**src/pkg/lcr_pkg.sv**
```systemverilog
// Lane conditioning register slice: offsets, resets, masks, field positions.
// Assumes an 8-bit register access port driven by the management engine.
package lcr_pkg;
   // =========================================================
   // Register offsets
   localparam logic [7:0] OFS_B0_EMPH      = 8'h35;
   localparam logic [7:0] OFS_A1_IDLE_RATE = 8'h39;
   localparam logic [7:0] OFS_IN1_EQ       = 8'h3A;
   localparam logic [7:0] OFS_A1_SWING     = 8'h3B;
   localparam logic [7:0] OFS_A1_EMPH      = 8'h3C;
   localparam logic [7:0] OFS_IN1_THRESH   = 8'h3D;
   // =========================================================
   // Reset values
   localparam logic [7:0] RST_EMPH      = 8'h03;
   localparam logic [7:0] RST_IDLE_RATE = 8'h00;
   localparam logic [7:0] RST_EQ        = 8'h20;
   localparam logic [7:0] RST_SWING     = 8'h03;
   localparam logic [7:0] RST_THRESH    = 8'h00;
   // =========================================================
   // Writable bits; reserved bits are dropped and read as zero
   localparam logic [7:0] MSK_EMPH      = 8'hFF;
   localparam logic [7:0] MSK_IDLE_RATE = 8'h33;
   localparam logic [7:0] MSK_EQ        = 8'h3F;
   localparam logic [7:0] MSK_SWING     = 8'h7F;
   localparam logic [7:0] MSK_THRESH    = 8'h0F;
   // =========================================================
   // Field positions
   localparam int EMPH_TYPE_BIT  = 7;
   localparam int IDLE_AUTO_BIT  = 5;
   localparam int IDLE_SEL_BIT   = 4;
   localparam int RATE_AUTO_BIT  = 1;
   localparam int RATE_SEL_BIT   = 0;
   localparam int EQ_EN_BIT      = 5;
   localparam int EQ_GAIN_LO     = 3;
   localparam int THR_DEASSERT_LO = 2;
   localparam int THR_ASSERT_LO  = 0;
   localparam int SYNC_STAGES    = 3;
   // =========================================================
   // Documented codes
   localparam logic [7:0] EMPH_0DB      = 8'h01;
   localparam logic [7:0] EMPH_6DB      = 8'h88;
   localparam logic [7:0] EMPH_9DB      = 8'h90;
   localparam logic [7:0] EMPH_12DB     = 8'hA0;
   localparam logic [7:0] EQ_MAX_BOOST  = 8'h3D;
   localparam logic [6:0] SWING_600MV   = 7'h03;
   localparam logic [6:0] SWING_800MV   = 7'h07;
   localparam logic [6:0] SWING_1000MV  = 7'h0F;
   localparam logic [6:0] SWING_1200MV  = 7'h1F;
   localparam logic [6:0] SWING_RESERVED = 7'h3F;

   typedef enum logic [1:0] {
      LCR_THR_110_70  = 2'b00,
      LCR_THR_150_110 = 2'b01,
      LCR_THR_170_130 = 2'b10,
      LCR_THR_190_150 = 2'b11
   } lcr_thresh_t;
endpackage : lcr_pkg

```
**src/pkg/lcr_ctrl_if.sv**
```systemverilog
// Carrier between the register slice and the idle/rate control decoder.
// Assumes both ends run on the same core clock.
`timescale 1ns/1ps
`default_nettype none
interface lcr_ctrl_if;
   logic [7:0] idle_rate;
   logic       idle_seen;
   logic       rate_high_seen;
   logic       mute;
   logic       sd_en;
   logic       rate_high;

   modport regs (output idle_rate, idle_seen, rate_high_seen,
                 input  mute, sd_en, rate_high);
   modport ctrl (input  idle_rate, idle_seen, rate_high_seen,
                 output mute, sd_en, rate_high);
endinterface : lcr_ctrl_if
`default_nettype wire

```
**src/verilog/lcr_regs.sv**
```systemverilog
// Lane conditioning register slice: holds emphasis, idle/rate, equaliser,
// swing and idle threshold settings and drives them to the analog side.
// Assumes the management engine presents byte reads/writes on core_clk_i
// and that the detector inputs come from the analog, asynchronous domain.
`timescale 1ns/1ps
`default_nettype none
module lcr_regs
   import lcr_pkg::*;
(
   input  wire logic        core_clk_i,
   input  wire logic        rst_i,
   input  wire logic [7:0]  reg_addr_i,
   input  wire logic        reg_wr_i,
   input  wire logic [7:0]  reg_wdata_i,
   input  wire logic        reg_rd_i,
   output logic      [7:0]  reg_rdata_o,
   output logic             reg_ack_o,
   input  wire logic        input_lane1_idle_raw_i,
   input  wire logic        input_lane1_rate_high_raw_i,
   output logic             output_b_lane0_tx_emphasis_type_o,
   output logic      [6:0]  output_b_lane0_tx_emphasis_level_o,
   output logic             output_a_lane1_tx_emphasis_type_o,
   output logic      [6:0]  output_a_lane1_tx_emphasis_level_o,
   output logic             output_a_lane1_mute_o,
   output logic             output_a_lane1_signal_detect_en_o,
   output logic             output_a_lane1_rate_high_o,
   output logic      [6:0]  output_a_lane1_output_swing_o,
   output logic             output_a_lane1_swing_reserved_o,
   output logic             input_lane1_eq_enable_o,
   output logic      [1:0]  input_lane1_gain_stage_o,
   output logic      [2:0]  input_lane1_boost_level_o,
   output lcr_thresh_t      input_lane1_thresh_deassert_o,
   output lcr_thresh_t      input_lane1_thresh_assert_o
);
   // =========================================================
   // Storage
   logic [7:0] b0_emph;
   logic [7:0] a1_idle_rate;
   logic [7:0] in1_eq;
   logic [7:0] a1_swing;
   logic [7:0] a1_emph;
   logic [7:0] in1_thresh;
   logic [7:0] next_b0_emph;
   logic [7:0] next_a1_idle_rate;
   logic [7:0] next_in1_eq;
   logic [7:0] next_a1_swing;
   logic [7:0] next_a1_emph;
   logic [7:0] next_in1_thresh;
   logic [7:0] rdata;
   logic [7:0] next_rdata;
   logic       ack;
   logic       next_ack;
   logic       hit;
   logic [7:0] wmasked;

   // =========================================================
   // Detector synchronisers
   logic [1:0] sync_meta;
   logic [1:0] sync_mid;
   logic [1:0] sync_late;
   logic [1:0] seen;
   logic [1:0] next_seen;
   logic [1:0] raw_in;

   lcr_ctrl_if cif ();

   // The agree filter below is written for exactly three stages
   if (SYNC_STAGES != 3)
   begin : g_sync_depth
      $error("synchroniser depth must be three");
   end

   assign raw_in = {input_lane1_rate_high_raw_i, input_lane1_idle_raw_i};

   // A level is taken only once the last two stages agree,
   // which filters a single-cycle metastable settle
   always_comb
   begin
      next_seen = seen;
      for (int i = 0; i < 2; i++)
      begin
         if (sync_mid[i] == sync_late[i])
            next_seen[i] = sync_late[i];
      end
   end

   always_ff @(posedge core_clk_i)
   begin
      if (rst_i)
      begin
         sync_meta <= 2'h0;
         sync_mid  <= 2'h0;
         sync_late <= 2'h0;
         seen      <= 2'h0;
      end
      else
      begin
         sync_meta <= raw_in;
         sync_mid  <= sync_meta;
         sync_late <= sync_mid;
         seen      <= next_seen;
      end
   end

   // =========================================================
   // Address decode and write
   always_comb
   begin
      unique case (reg_addr_i)
         OFS_B0_EMPH,
         OFS_A1_IDLE_RATE,
         OFS_IN1_EQ,
         OFS_A1_SWING,
         OFS_A1_EMPH,
         OFS_IN1_THRESH: hit = 1'b1;
         default:        hit = 1'b0;
      endcase
   end

   assign wmasked = reg_wdata_i;

   // Reserved bits are masked off so a careless host cannot
   // push reserved bit positions into the analog trims
   always_comb
   begin
      next_b0_emph      = b0_emph;
      next_a1_idle_rate = a1_idle_rate;
      next_in1_eq       = in1_eq;
      next_a1_swing     = a1_swing;
      next_a1_emph      = a1_emph;
      next_in1_thresh   = in1_thresh;
      if (reg_wr_i)
      begin
         unique case (reg_addr_i)
            OFS_B0_EMPH:      next_b0_emph = wmasked & MSK_EMPH;
            OFS_A1_IDLE_RATE: next_a1_idle_rate =
                                 wmasked & MSK_IDLE_RATE;
            OFS_IN1_EQ:       next_in1_eq = wmasked & MSK_EQ;
            OFS_A1_SWING:     next_a1_swing = wmasked & MSK_SWING;
            OFS_A1_EMPH:      next_a1_emph = wmasked & MSK_EMPH;
            OFS_IN1_THRESH:   next_in1_thresh =
                                 wmasked & MSK_THRESH;
            default:          next_b0_emph = b0_emph;
         endcase
      end
   end

   always_ff @(posedge core_clk_i)
   begin
      if (rst_i)
      begin
         b0_emph      <= RST_EMPH;
         a1_idle_rate <= RST_IDLE_RATE;
         in1_eq       <= RST_EQ;
         a1_swing     <= RST_SWING;
         a1_emph      <= RST_EMPH;
         in1_thresh   <= RST_THRESH;
      end
      else
      begin
         b0_emph      <= next_b0_emph;
         a1_idle_rate <= next_a1_idle_rate;
         in1_eq       <= next_in1_eq;
         a1_swing     <= next_a1_swing;
         a1_emph      <= next_a1_emph;
         in1_thresh   <= next_in1_thresh;
      end
   end

   // =========================================================
   // Read back
   always_comb
   begin
      next_ack = (reg_rd_i | reg_wr_i) & hit;
      unique case (reg_addr_i)
         OFS_B0_EMPH:      next_rdata = b0_emph;
         OFS_A1_IDLE_RATE: next_rdata = a1_idle_rate;
         OFS_IN1_EQ:       next_rdata = in1_eq;
         OFS_A1_SWING:     next_rdata = a1_swing;
         OFS_A1_EMPH:      next_rdata = a1_emph;
         OFS_IN1_THRESH:   next_rdata = in1_thresh;
         default:          next_rdata = 8'h00;
      endcase
      if (!reg_rd_i)
         next_rdata = rdata;
   end

   always_ff @(posedge core_clk_i)
   begin
      if (rst_i)
      begin
         rdata <= 8'h00;
         ack   <= 1'b0;
      end
      else
      begin
         rdata <= next_rdata;
         ack   <= next_ack;
      end
   end

   assign reg_rdata_o = rdata;
   assign reg_ack_o   = ack;

   // =========================================================
   // Idle and rate decode
   assign cif.idle_rate      = a1_idle_rate;
   assign cif.idle_seen      = seen[0];
   assign cif.rate_high_seen = seen[1];

   lcr_idle_rate_ctrl u_idle_rate
   (
      .core_clk_i (core_clk_i),
      .rst_i      (rst_i),
      .cif        (cif)
   );

   // =========================================================
   // Analog control fields
   assign output_b_lane0_tx_emphasis_type_o  = b0_emph[EMPH_TYPE_BIT];
   assign output_b_lane0_tx_emphasis_level_o = b0_emph[6:0];
   assign output_a_lane1_tx_emphasis_type_o  = a1_emph[EMPH_TYPE_BIT];
   assign output_a_lane1_tx_emphasis_level_o = a1_emph[6:0];
   assign output_a_lane1_mute_o              = cif.mute;
   assign output_a_lane1_signal_detect_en_o  = cif.sd_en;
   assign output_a_lane1_rate_high_o         = cif.rate_high;
   assign output_a_lane1_output_swing_o      = a1_swing[6:0];
   // Reserved swing code is passed on but flagged for the trim logic
   assign output_a_lane1_swing_reserved_o    =
      (a1_swing[6:0] == SWING_RESERVED);
   assign input_lane1_eq_enable_o   = in1_eq[EQ_EN_BIT];
   assign input_lane1_gain_stage_o  = in1_eq[EQ_GAIN_LO +: 2];
   assign input_lane1_boost_level_o = in1_eq[2:0];
   assign input_lane1_thresh_deassert_o =
      lcr_thresh_t'(in1_thresh[THR_DEASSERT_LO +: 2]);
   assign input_lane1_thresh_assert_o   =
      lcr_thresh_t'(in1_thresh[THR_ASSERT_LO +: 2]);

   // =========================================================
   // Checks
   a_b0_emph_write: assert property (
      @(posedge core_clk_i) disable iff (rst_i)
      reg_wr_i && reg_addr_i == OFS_B0_EMPH |=>
      {output_b_lane0_tx_emphasis_type_o,
       output_b_lane0_tx_emphasis_level_o} == $past(reg_wdata_i))
      else $error("emphasis split wrong");
   a_emph_flat_6db: assert property (
      @(posedge core_clk_i) disable iff (rst_i)
      reg_wr_i && reg_addr_i == OFS_A1_EMPH && (reg_wdata_i == EMPH_0DB ||
      reg_wdata_i == EMPH_6DB) |=> output_a_lane1_tx_emphasis_type_o ==
      $past(reg_wdata_i[7]) && output_a_lane1_tx_emphasis_level_o ==
      $past(reg_wdata_i[6:0])) else $error("emphasis code lost");
   a_emph_deep_codes: assert property (
      @(posedge core_clk_i) disable iff (rst_i)
      reg_wr_i && reg_addr_i == OFS_A1_EMPH && reg_wdata_i == EMPH_12DB |=>
      output_a_lane1_tx_emphasis_type_o &&
      output_a_lane1_tx_emphasis_level_o == 7'h20)
      else $error("deep emphasis code lost");
   a_eq_field_split: assert property (
      @(posedge core_clk_i) disable iff (rst_i)
      reg_wr_i && reg_addr_i == OFS_IN1_EQ |=> {input_lane1_eq_enable_o,
      input_lane1_gain_stage_o, input_lane1_boost_level_o} ==
      $past(reg_wdata_i[5:0])) else $error("equaliser fields wrong");
   a_eq_reset_bypass: assert property (
      @(posedge core_clk_i)
      $past(rst_i) && !rst_i |-> input_lane1_eq_enable_o &&
      input_lane1_gain_stage_o == 2'h0 && input_lane1_boost_level_o == 3'h0)
      else $error("equaliser not bypass after reset");
   a_swing_masked: assert property (
      @(posedge core_clk_i) disable iff (rst_i)
      reg_wr_i && reg_addr_i == OFS_A1_SWING |=>
      output_a_lane1_output_swing_o == $past(reg_wdata_i[6:0]) &&
      a1_swing[7] == 1'b0) else $error("swing write wrong");
   a_thresh_fields: assert property (
      @(posedge core_clk_i) disable iff (rst_i)
      reg_wr_i && reg_addr_i == OFS_IN1_THRESH |=>
      input_lane1_thresh_deassert_o == $past(reg_wdata_i[3:2]) &&
      input_lane1_thresh_assert_o == $past(reg_wdata_i[1:0]))
      else $error("threshold fields wrong");
   a_thresh_default: assert property (
      @(posedge core_clk_i)
      $past(rst_i) && !rst_i |-> input_lane1_thresh_deassert_o ==
      LCR_THR_110_70 && input_lane1_thresh_assert_o == LCR_THR_110_70)
      else $error("threshold default wrong");
   a_fields_hold: assert property (
      @(posedge core_clk_i) disable iff (rst_i)
      !reg_wr_i |=> $stable({b0_emph, a1_idle_rate, in1_eq, a1_swing,
      a1_emph, in1_thresh})) else $error("field changed unwritten");
   a_read_back: assert property (
      @(posedge core_clk_i) disable iff (rst_i)
      reg_rd_i && !reg_wr_i && reg_addr_i == OFS_IN1_EQ |=>
      reg_rdata_o == in1_eq && reg_ack_o) else $error("read back wrong");

   c_emph_9db: cover property (@(posedge core_clk_i) disable iff (rst_i)
      reg_wr_i && reg_addr_i == OFS_B0_EMPH && reg_wdata_i == EMPH_9DB);
   c_eq_max: cover property (@(posedge core_clk_i) disable iff (rst_i)
      reg_wr_i && reg_addr_i == OFS_IN1_EQ && reg_wdata_i == EQ_MAX_BOOST);
   c_swing_1200: cover property (@(posedge core_clk_i) disable iff (rst_i)
      output_a_lane1_output_swing_o == SWING_1200MV);
endmodule : lcr_regs
`default_nettype wire

```
**src/verilog/lcr_idle_rate_ctrl.sv**
```systemverilog
// Output idle and rate selection for output_a_lane1.
// Assumes detector inputs are already synchronised to core_clk_i.
`timescale 1ns/1ps
`default_nettype none
module lcr_idle_rate_ctrl
   import lcr_pkg::*;
(
   input  wire logic core_clk_i,
   input  wire logic rst_i,
   lcr_ctrl_if.ctrl  cif
);
   logic idle_auto;
   logic idle_sel;
   logic rate_auto;
   logic rate_sel;
   logic mute;
   logic sd_en;
   logic rate_high;
   logic next_mute;
   logic next_sd_en;
   logic next_rate_high;

   assign idle_auto = cif.idle_rate[IDLE_AUTO_BIT];
   assign idle_sel  = cif.idle_rate[IDLE_SEL_BIT];
   assign rate_auto = cif.idle_rate[RATE_AUTO_BIT];
   assign rate_sel  = cif.idle_rate[RATE_SEL_BIT];

   // =========================================================
   // Decode
   always_comb
   begin
      if (idle_auto)
      begin
         next_mute  = cif.idle_seen;
         next_sd_en = 1'b1;
      end
      else
      begin
         next_mute  = idle_sel;
         next_sd_en = 1'b0;
      end
      next_rate_high = rate_auto ? cif.rate_high_seen
                                 : rate_sel;
   end

   // Registered so the analog controls never see decode glitches
   always_ff @(posedge core_clk_i)
   begin
      if (rst_i)
      begin
         mute      <= 1'b0;
         sd_en     <= 1'b0;
         rate_high <= 1'b0;
      end
      else
      begin
         mute      <= next_mute;
         sd_en     <= next_sd_en;
         rate_high <= next_rate_high;
      end
   end

   assign cif.mute      = mute;
   assign cif.sd_en     = sd_en;
   assign cif.rate_high = rate_high;

   // =========================================================
   // Checks
   a_idle_auto_follow: assert property (
      @(posedge core_clk_i) disable iff (rst_i)
      idle_auto |=> mute == $past(cif.idle_seen) && sd_en)
      else $error("auto idle not followed");
   a_idle_manual_mute: assert property (
      @(posedge core_clk_i) disable iff (rst_i)
      (!idle_auto && idle_sel) |=> mute)
      else $error("manual mute missing");
   a_idle_manual_on: assert property (
      @(posedge core_clk_i) disable iff (rst_i)
      (!idle_auto && !idle_sel) |=> !mute && !sd_en)
      else $error("manual on broken");
   a_idle_sel_used: assert property (
      @(posedge core_clk_i) disable iff (rst_i)
      !idle_auto |=> mute == $past(idle_sel))
      else $error("idle select ignored");
   a_rate_manual: assert property (
      @(posedge core_clk_i) disable iff (rst_i)
      !rate_auto |=> rate_high == $past(rate_sel))
      else $error("manual rate wrong");
   a_rate_auto_follow: assert property (
      @(posedge core_clk_i) disable iff (rst_i)
      rate_auto |=> rate_high == $past(cif.rate_high_seen))
      else $error("auto rate wrong");
   c_auto_mute: cover property (@(posedge core_clk_i) disable iff (rst_i)
      idle_auto && mute);
   c_auto_rate_high: cover property (@(posedge core_clk_i)
      disable iff (rst_i) rate_auto && rate_high);
endmodule : lcr_idle_rate_ctrl
`default_nettype wire

```
**config.mk**
```make
export PLATFORM = sky130hd
export DESIGN_NAME = lcr_regs
export DESIGN_NICKNAME = d
export VERILOG_FILES = /design/src/pkg/lcr_pkg.sv /design/src/pkg/lcr_ctrl_if.sv /design/src/verilog/lcr_regs.sv /design/src/verilog/lcr_idle_rate_ctrl.sv
export SDC_FILE = /design/constraint.sdc
export NUM_CORES = 1
export LEC_CHECK = 0
export BUFFER_PORTS_ARGS = -buffer_cell sky130_fd_sc_hd__buf_2
export CAP_MARGIN = 20
export CORE_MARGIN = 2
export CORE_UTILIZATION = 55
export CTS_CLUSTER_SIZE = 28
export DETAILED_ROUTE_END_ITERATION = 8
export HOLD_SLACK_MARGIN = 0.12
export PLACE_DENSITY = 0.83
export REMOVE_ABC_BUFFERS = 1
export SYNTH_ARGS = -nofsm -noshare
export SYNTH_HDL_FRONTEND = slang
export SYNTH_SLANG_ARGS = --single-unit
export TNS_END_PERCENT = 50
```
**constraint.sdc**
```tcl
create_clock -name core_clk_i -period 3.68 [get_ports core_clk_i]
set_input_delay 0.368 -clock core_clk_i [delete_from_list [all_inputs] [get_ports core_clk_i]]
set_output_delay 0.368 -clock core_clk_i [all_outputs]
set_load 0.05 [all_outputs]
```
==> flow_summary.toml, run 1 <==
[run_status]
outcome = "completed"

[clock_network]
clk_pin_slew_ns = 0.07
clock-sinks = 57
insertion_delay_ns = 0.33
cts_buffers = 9
cts_setup_buffers = 0
cts_max_path_buffers = 2
cts_hold_buf = 0
cts_max_level = 3
ctsResizeCount = 0
root_buffer = "clkbuf_8"
cts_tree = "built"

[place]
place_congestion = 0.828
io_buffers = 67
place_area_um2 = 2800
dp_slack_ns = 1.63
hpwl_um = 4100

[route]
drt_first_pass_iters = 5
vias_per_cell = 5.66
routedWlPerCell_um = 15.9
initialDrtViolationCount = 143
routed_wl_um = 5820
detail-route-antenna-nets = 0
drc = 0
vias = 2071

[critical_path]
startpoint_type = "primary input"
path_cells = "buf_2, and4bb_1, nand4_1, mux2i_1, nor2_1"
cp-endpoint = "in1_thresh[1]$_SDFFE_PP0P_"
crit_arrival_ns = 1.95
worstSetupPathType = "in -> reg"
end_kind = "register"
max_stage_delay_ns = 0.69
critPathSlowestCell = "and4bb_1"
r2r-start = "a1_swing[4]$_SDFFE_PP0P_"
crit_required_ns = 3.89
r2r-end = "reg_rdata_o[4]$_SDFFE_PP0P_"
rrSetupSlack_ns = 2.45
crit_fanout = 14
startpoint = "reg_addr_i[6]"
reg2reg_depth = 4

[yosys]
yosys_register_bits = 57
yosysSeqAreaShare_pct = 45.9
synth_edf_count = 0
synth_warnings = 0
ys.flop_type = "dfxtp_1"
syn_area_per_cell_um2 = 10.1
synthArstFlopShare_pct = 0
synthCells = 247
syn_area_um2 = 2490
synth_cell_type_count = 41

[timing]
rsz0062_at_grt = "no"
timing.final.ws_setup_ns = 1.93
worstMarginPinSlew_ns = 0.658
max_slew_margin_pct = 56.1
fin_crit_ns = 1.75
setup_tns_ns = 0
setup_viol = 0
fin_crit_sh_pct = 47.5
slew_violations = 0
hold_viol = 0
clock_skew_ns = 0.0111
fmax_mhz = 572

[die]
rows = 24
fp.dieW_um = 71.3
dieArea_um2 = 5080
io_pins = 68
initial_core_util_pct = 57.1
die_h_um = 71.3
core_area_um2 = 4350

[cells_and_area]
layout_commonest_cell = "buf_2"
final_cell_area_um2 = 2980
drive_gt1_share_pct = 31.5
layout.nets = 332
area_growth_syn_to_layout_pct = 19.9
final_cell_mix = "67 x buf_2, 57 x dfxtp_1, 42 x nor2_1"
antenna_cells = 0

[grt]
grt_max_degree = 45
grt_pass1_wl_um = 9260
grt_overflow = 0
grt_pass1_vias = 1956
antenna_found_initial = 0
globalRouteTotalUtil_pct = 23.5

[power_and_ir_drop]
power-per-cell-area_nw_per_um2 = 411
ir_drop_uv = 228
p_leak_uw = 0.00146

[run]
maxCapViolCount = 0

[worst_hold_path]
hold_class = "in -> reg"
==> registers in the layout, summed over array words and instances (netlist names) <==
signal                     count
seen                           2
u_idle_rate.cif.mute           1
a1_emph                        8
in1_thresh                     4
sync_mid                       2
reg_rdata_o                    8
u_idle_rate.cif.rate_high      1
a1_idle_rate                   4
a1_swing                       7
b0_emph                        8
reg_ack_o                      1
in1_eq                         6
sync_late                      2
u_idle_rate.cif.sd_en          1
sync_meta                      2
==> through the flow <==
stage          hold WS (ns)  utilization, %  instances  total power (µW)
3_5_place_dp          0.428            64.3        351               706
5_1_grt               0.257            68.5        366              1260
2_1_floorplan         0.414               -        230               665
3_3_place_gp          0.422            64.3        351               706
4_1_cts               0.246            68.5        366              1230
6_report              0.247            68.5        366              1220
==> worst min path at each step <==
| stage | cells past startpoint | startpoint | endpoint | slack (ns) |
|---|---|---|---|---|
| after floorplan | 1 | sync_meta[0]$_SDFF_PP0_ | sync_mid[0]$_SDFF_PP0_ | 0.41 |
| after global placement | 1 | sync_meta[1]$_SDFF_PP0_ | sync_mid[1]$_SDFF_PP0_ | 0.42 |
| after detailed placement | 1 | sync_meta[0]$_SDFF_PP0_ | sync_mid[0]$_SDFF_PP0_ | 0.43 |
| after CTS | 2 | input_lane1_idle_raw_i | sync_meta[0]$_SDFF_PP0_ | 0.25 |
| after global routing | 2 | input_lane1_rate_high_raw_i | sync_meta[1]$_SDFF_PP0_ | 0.26 |
| final | 2 | input_lane1_rate_high_raw_i | sync_meta[1]$_SDFF_PP0_ | 0.25 |
==> report_power, final <==
part	internal (µW)	switching (µW)	leakage, µW	total, µW
sequential	621	1.78	0.000460	623
combinational	24.0	46.7	0.000912	70.7
clock	295	236	0.0000915	531
total	940	284	0.00146	1220
==> cell families (layout without fill, tap and decap cells) <==
logic type,count (synthesis),count (layout),synth area share [%]
multiplexers,38,38,15.6
buffers and inverters,20,87,4.58
AND/OR/NAND/NOR,94,94,22.3
flip-flops,57,57,45.9
AO/OA/AOI/OAI,38,38,11.7
==> critical path, delay by kind of cell <==
kind	cells	cell delay, ns
buffers and inverters	1	0.09
multiplexers	1	0.28
AND/OR/NAND/NOR	3	1.21
==> final cells by class <==
| class | count | area (µm²) |
|---|---|---|
| fillers | 337 | 1370 |
| multi-input cells | 170 | 1230 |
| flip-flops and latches | 57 | 1140 |
| repair buffers | 69 | 350 |
| clock buffers | 13 | 169 |
| well taps | 52 | 65.1 |
| clock inverters | 2 | 12.5 |
| inverters | 3 | 11.3 |
==> cell usage after synthesis, drive strengths merged (5+ instances only) <==
library cell	n	area, µm²
clkbuf	6	23.8
nand3	8	70.1
a22oi	5	37.5
a22o	10	87.6
buf	11	78.8
mux2	6	67.6
nand2	6	22.5
mux2i	32	320
a21oi	5	25.0
nand4	7	58.8
nor2	43	164
and4bb	5	62.6
a211o	5	43.8
dfxtp	57	1140
nor2b	12	77.6
==> layer usage <==
metal | share of wire, % | wire [µm] | global-route usage (%) | vias up
met5 | 0 | 0 | 0 | -
met4 | 1.5 | 89 | 12.4 | 0
met3 | 5.6 | 326 | 4.36 | 8
met2 | 47 | 2720 | 36.7 | 68
met1 | 46 | 2680 | 31.2 | 983
li1 | - | - | - | 1012
No activity file was read; power rests on OpenSTA's default activity.
==> inputs of run 2 (changes only) <==
- CORE_UTILIZATION: 55 -> 47
- PLACE_DENSITY: 0.83 -> 0.76
- clock period: 3.68 -> 1.5 ns (I/O delays scaled with it)
==> run 2 against run 1 <==
  * Setup slack worse by 1.9 ns
  * Combinational power rose to 3.1 times the previous value
  * Power increased to 2.6 times the previous value
  * Core utilization down 5.7 points
  * Worst hold slack got worse by 0.12 ns
  * Global-route usage decreased by 1.9 points
  * Sequential share of layout area decreased by 2.6 points
  * Clock power increased to 2.7 times the previous value
  * Non-clock buffer count increased by 20
==> flow_summary.toml, run 2 (synthesized netlist as in run 1, its figures left out) <==
[run_status]
outcome = "completed"

[die]
rows = 26
die_h_um = 76.8
core_area_um2 = 5110
initial_core_util_pct = 48.7
dieArea_um2 = 5890
io_pins = 68
fp.dieW_um = 76.8

[clock_network]
insertion_delay_ns = 0.34
cts_buffers = 9
clock-sinks = 57
root_buffer = "clkbuf_8"
cts_setup_buffers = 0
clk_pin_slew_ns = 0.07
cts_max_path_buffers = 2
cts_tree = "built"
cts_max_level = 3

[cells_and_area]
drive_gt1_share_pct = 33.7
final_cell_mix = "66 x buf_2, 56 x dfxtp_1, 42 x nor2_1"
area_growth_syn_to_layout_pct = 28.9
antenna_cells = 0
utilization_pct = 62.8
layout_commonest_cell = "buf_2"
layout.nets = 352

[route]
routed_wl_um = 6100
routedWlPerCell_um = 15.1
drc = 0
vias = 2156
detail-route-antenna-nets = 0
initialDrtViolationCount = 129
drt_first_pass_iters = 4
vias_per_cell = 5.32

[power_and_ir_drop]
ir_drop_uv = 626
power-per-cell-area_nw_per_um2 = 983
p_leak_uw = 0.00157
p_total_uw = 3150

[grt]
antenna_found_initial = 0
grt_overflow = 0
globalRouteTotalUtil_pct = 21.7
grt_pass1_vias = 2046
grt_pass1_wl_um = 9980
grt_max_degree = 22

[critical_path]
crit_fanout = 4
end_kind = "output pin"
startpoint_type = "register"
crit_arrival_ns = 1.29
reg2reg_depth = 4
crit_required_ns = 1.35
worstSetupPathType = "reg -> out"

[timing]
worstMarginPinSlew_ns = 0.348
fin_crit_sh_pct = 96.3
clock_skew_ns = 0.00590
rsz0062_at_grt = "no"
setup_viol = 0
slew_violations = 0
fin_crit_ns = 1.44
hold_viol = 0
fmax_mhz = 692
max_slew_margin_pct = 76.8

[run]
maxCapViolCount = 0

[place]
hpwl_um = 4330
io_buffers = 67
place_congestion = 0.797

[worst_hold_path]
worstHoldPathCells = 3
hold_class = "in -> reg"
==> run 2: metal layers <==
metal / track usage [%] / routed length [µm]
met5: 0 / 0
met4: 11.6 / 138
met3: 6.00 / 369
met2: 33.4 / 2850
met1: 27.5 / 2740
==> run 2: per-stage QoR <==
step | cells | TNS, ns | cell area [µm²] | setup slack [ns] | hold slack [ns]
6_report | 405 | 0 | 3210 | 0.0556 | 0.130
5_1_grt | 405 | 0 | 3210 | 0.0175 | 0.141
4_1_cts | 405 | 0 | 3210 | 0.0137 | 0.124
3_5_place_dp | 380 | 0 | 2920 | 0.0298 | 0.367
3_3_place_gp | 380 | 0 | 2920 | 0.0929 | 0.359
2_1_floorplan | 230 | -1.42 | 2380 | -0.556 | 0.218
==> run 2: report_power, final <==
| part | switching [µW] | internal, µW |
|---|---|---|
| clock | 609 | 799 |
| combinational | 124 | 91.9 |
| sequential | 4.01 | 1520 |
==> run 2: final cells by class <==
type / instances / area [µm²]
multi-input cells: 170 / 1230
flip-flops and latches: 57 / 1140
well taps: 70 / 87.6
clock inverters: 6 / 57.6
clock buffers: 10 / 138
repair buffers: 89 / 538
fillers: 457 / 1900
inverters: 3 / 11.3
==> run 2: repair_timing <==
| action | 4_1_cts | 5_1_grt |
|---|---|---|
| gates resized for setup | 1 | 1 |
| hold endpoints to repair | 24 | 0 |
| endpoints found under the setup margin | 1 | 1 |
| hold buffers | 9 | 0 |
==> run 2: path summary, 6_finish.rpt <==
check | slack, ns | start | endpoint
max | 0.06 | a1_swing[1]$_SDFFE_PP1P_ | output_a_lane1_swing_reserved_o
min | 0.13 | reg_wdata_i[1] | in1_eq[1]$_SDFFE_PP0P_
max reg2reg | 0.29 | a1_swing[4]$_SDFFE_PP0P_ | reg_rdata_o[4]$_SDFFE_PP0P_
min reg2reg | 0.43 | sync_meta[0]$_SDFF_PP0_ | sync_mid[0]$_SDFF_PP0_
==> run 2: worst max-delay path, stage by stage (launching register included) <==
cell     delay [ns]
dfxtp_1        0.41
nand2_1        0.11
nor3_1         0.19
buf_4          0.24
==> inputs of run 3 (changes only) <==
- CORE_UTILIZATION: 47 -> 40
- PLACE_DENSITY: 0.76 -> 0.78
- SYNTH_HIERARCHICAL: unset -> 1
==> run 3 against run 2 <==
  * Count of clock-buffer cells in the layout up 2
  * Setup slack got worse by 0.023 ns
  * Clock power about the same
  * Synthesized area shrank 0.60%
  * Final cell count increased by 0.74%
  * Worst hold slack gained 0.0058 ns
  * Sequential power barely moved
  * Sequential cell count unchanged
  * Sequential share of layout area grew 0.57 points
  * Core utilization down 9.8 points
  * Critical path depth unchanged
==> flow_summary.toml, run 3 <==
[run_status]
outcome = "completed"

[power_and_ir_drop]
p_total_uw = 3150
p_leak_uw = 0.00147
ir_drop_uv = 530
power-per-cell-area_nw_per_um2 = 998

[die]
die_h_um = 82.6
io_pins = 68
fp.dieW_um = 82.6
dieArea_um2 = 6830
rows = 28
initial_core_util_pct = 41.5
core_area_um2 = 5960

[clock_network]
clk_pin_slew_ns = 0.06
cts_tree = "built"
insertion_delay_ns = 0.33
cts_buffers = 9
root_buffer = "clkbuf_8"
cts_setup_buffers = 0
cts_max_path_buffers = 2
cts_max_level = 3
clock-sinks = 57

[cells_and_area]
drive_gt1_share_pct = 30.6
antenna_cells = 0
seq_area_um2 = 1140
multi_input_area_um2 = 1240
area_growth_syn_to_layout_pct = 27.5
final_cell_mix = "66 x buf_2, 57 x dfxtp_1, 38 x nor2_1"
layout_commonest_cell = "buf_2"
fillers = 585
layout.nets = 351

[route]
detail-route-antenna-nets = 0
vias_per_cell = 5.29
drc = 0
initialDrtViolationCount = 134
vias = 2158
drt_first_pass_iters = 4
routedWlPerCell_um = 15.1
routed_wl_um = 6180

[critical_path]
worstSetupPathType = "reg -> out"
crit_required_ns = 1.35
r2r-end = "reg_rdata_o[4]$_SDFFE_PP0P_"
reg2reg_depth = 4
rrSetupSlack_ns = 0.25
crit_arrival_ns = 1.32
end_kind = "output pin"
r2r-start = "a1_swing[4]$_SDFFE_PP0P_"
startpoint_type = "register"
crit_fanout = 4

[place]
place_congestion = 0.833
io_buffers = 67
hpwl_um = 4590

[yosys]
synth_warnings = 6
syn_area_um2 = 2470
syn_area_per_cell_um2 = 9.85
synthCells = 251

[worst_hold_path]
worstHoldPathCells = 3
hold_class = "in -> reg"
hold_start = "reg_wdata_i[4]"
min_to = "a1_emph[4]$_SDFFE_PP0P_"

[timing]
fin_crit_sh_pct = 97.9
rsz0062_at_grt = "no"
hold_ws_ns = 0.136
fin_crit_ns = 1.47
max_slew_margin_pct = 78.3
slew_violations = 0
setup_viol = 0
fmax_mhz = 681
hold_viol = 0
worstMarginPinSlew_ns = 0.326
clock_skew_ns = 0.00640

[grt]
antenna_found_initial = 0
grt_overflow = 0
grt_pass1_vias = 1996
grt_pass1_wl_um = 9860
grt_max_degree = 27
globalRouteTotalUtil_pct = 19.7

[run]
maxCapViolCount = 0
run 3: worst max-delay path by stage:
stage,start,to,slack (ns),cells past startpoint
finish,a1_swing[5]$_SDFFE_PP0P_,output_a_lane1_swing_reserved_o,0.03,3
global placement,reg_addr_i[0],reg_rdata_o[2]$_SDFFE_PP0P_,0.08,5
floorplan,a1_swing[5]$_SDFFE_PP0P_,output_a_lane1_swing_reserved_o,-0.56,2
detailed placement,reg_addr_i[0],a1_idle_rate[5]$_SDFFE_PP0P_,0.04,5
global route,a1_swing[4]$_SDFFE_PP0P_,output_a_lane1_swing_reserved_o,0.003,3
CTS,a1_swing[5]$_SDFFE_PP0P_,output_a_lane1_swing_reserved_o,0.009,3
run 3: report_power, final:
part	internal (µW)	switching [µW]
Sequential	1520	5.76
Clock	843	563
Combinational	80.0	131
Total	2450	700
run 3: timing repair:
action,4_1_cts,5_1_grt
hold buffers,6,0
hold endpoints to repair,11,0
gates resized for setup,1,0
endpoints found under the setup margin,1,0
run 3: final cells by class:
cell class	instances	share of cell area, %
Multi-Input combinational cell	177	39.4
Clock inverter	3	1.27
Tap cell	75	2.98
Inverter	3	0.357
Sequential cell	57	36.2
Clock buffer	12	4.92
Timing Repair Buffer	81	14.9
run 3: per-stage QoR:
step                instance area [µm²]  TNS [ns]  setup slack (ns)  utilization, %  std cells
finish                             3150         0            0.0321            52.9        408
global route                       3150         0           0.00279            52.9        408
CTS                                3150         0           0.00937            52.9        408
detailed placement                 2900         0            0.0439            48.6        387
global placement                   2900         0            0.0825            48.6        387
floorplan                          2390    -0.557            -0.557               -        237
run 3: critical path, stage by stage, from the launching register on:
cell and delay, ns:
dfxtp_1 0.43, nand4_1 0.12, nor3_1 0.21, buf_4 0.23
run 3: metal layers:
layer  vias up  GRT usage (%)  part of all wire (%)
met5         -              0                     0
met4         0           7.38                   1.6
met3         9           4.57                   5.3
met2        60           32.3                    47
met1      1026           25.2                    46
li1       1063              -                     -
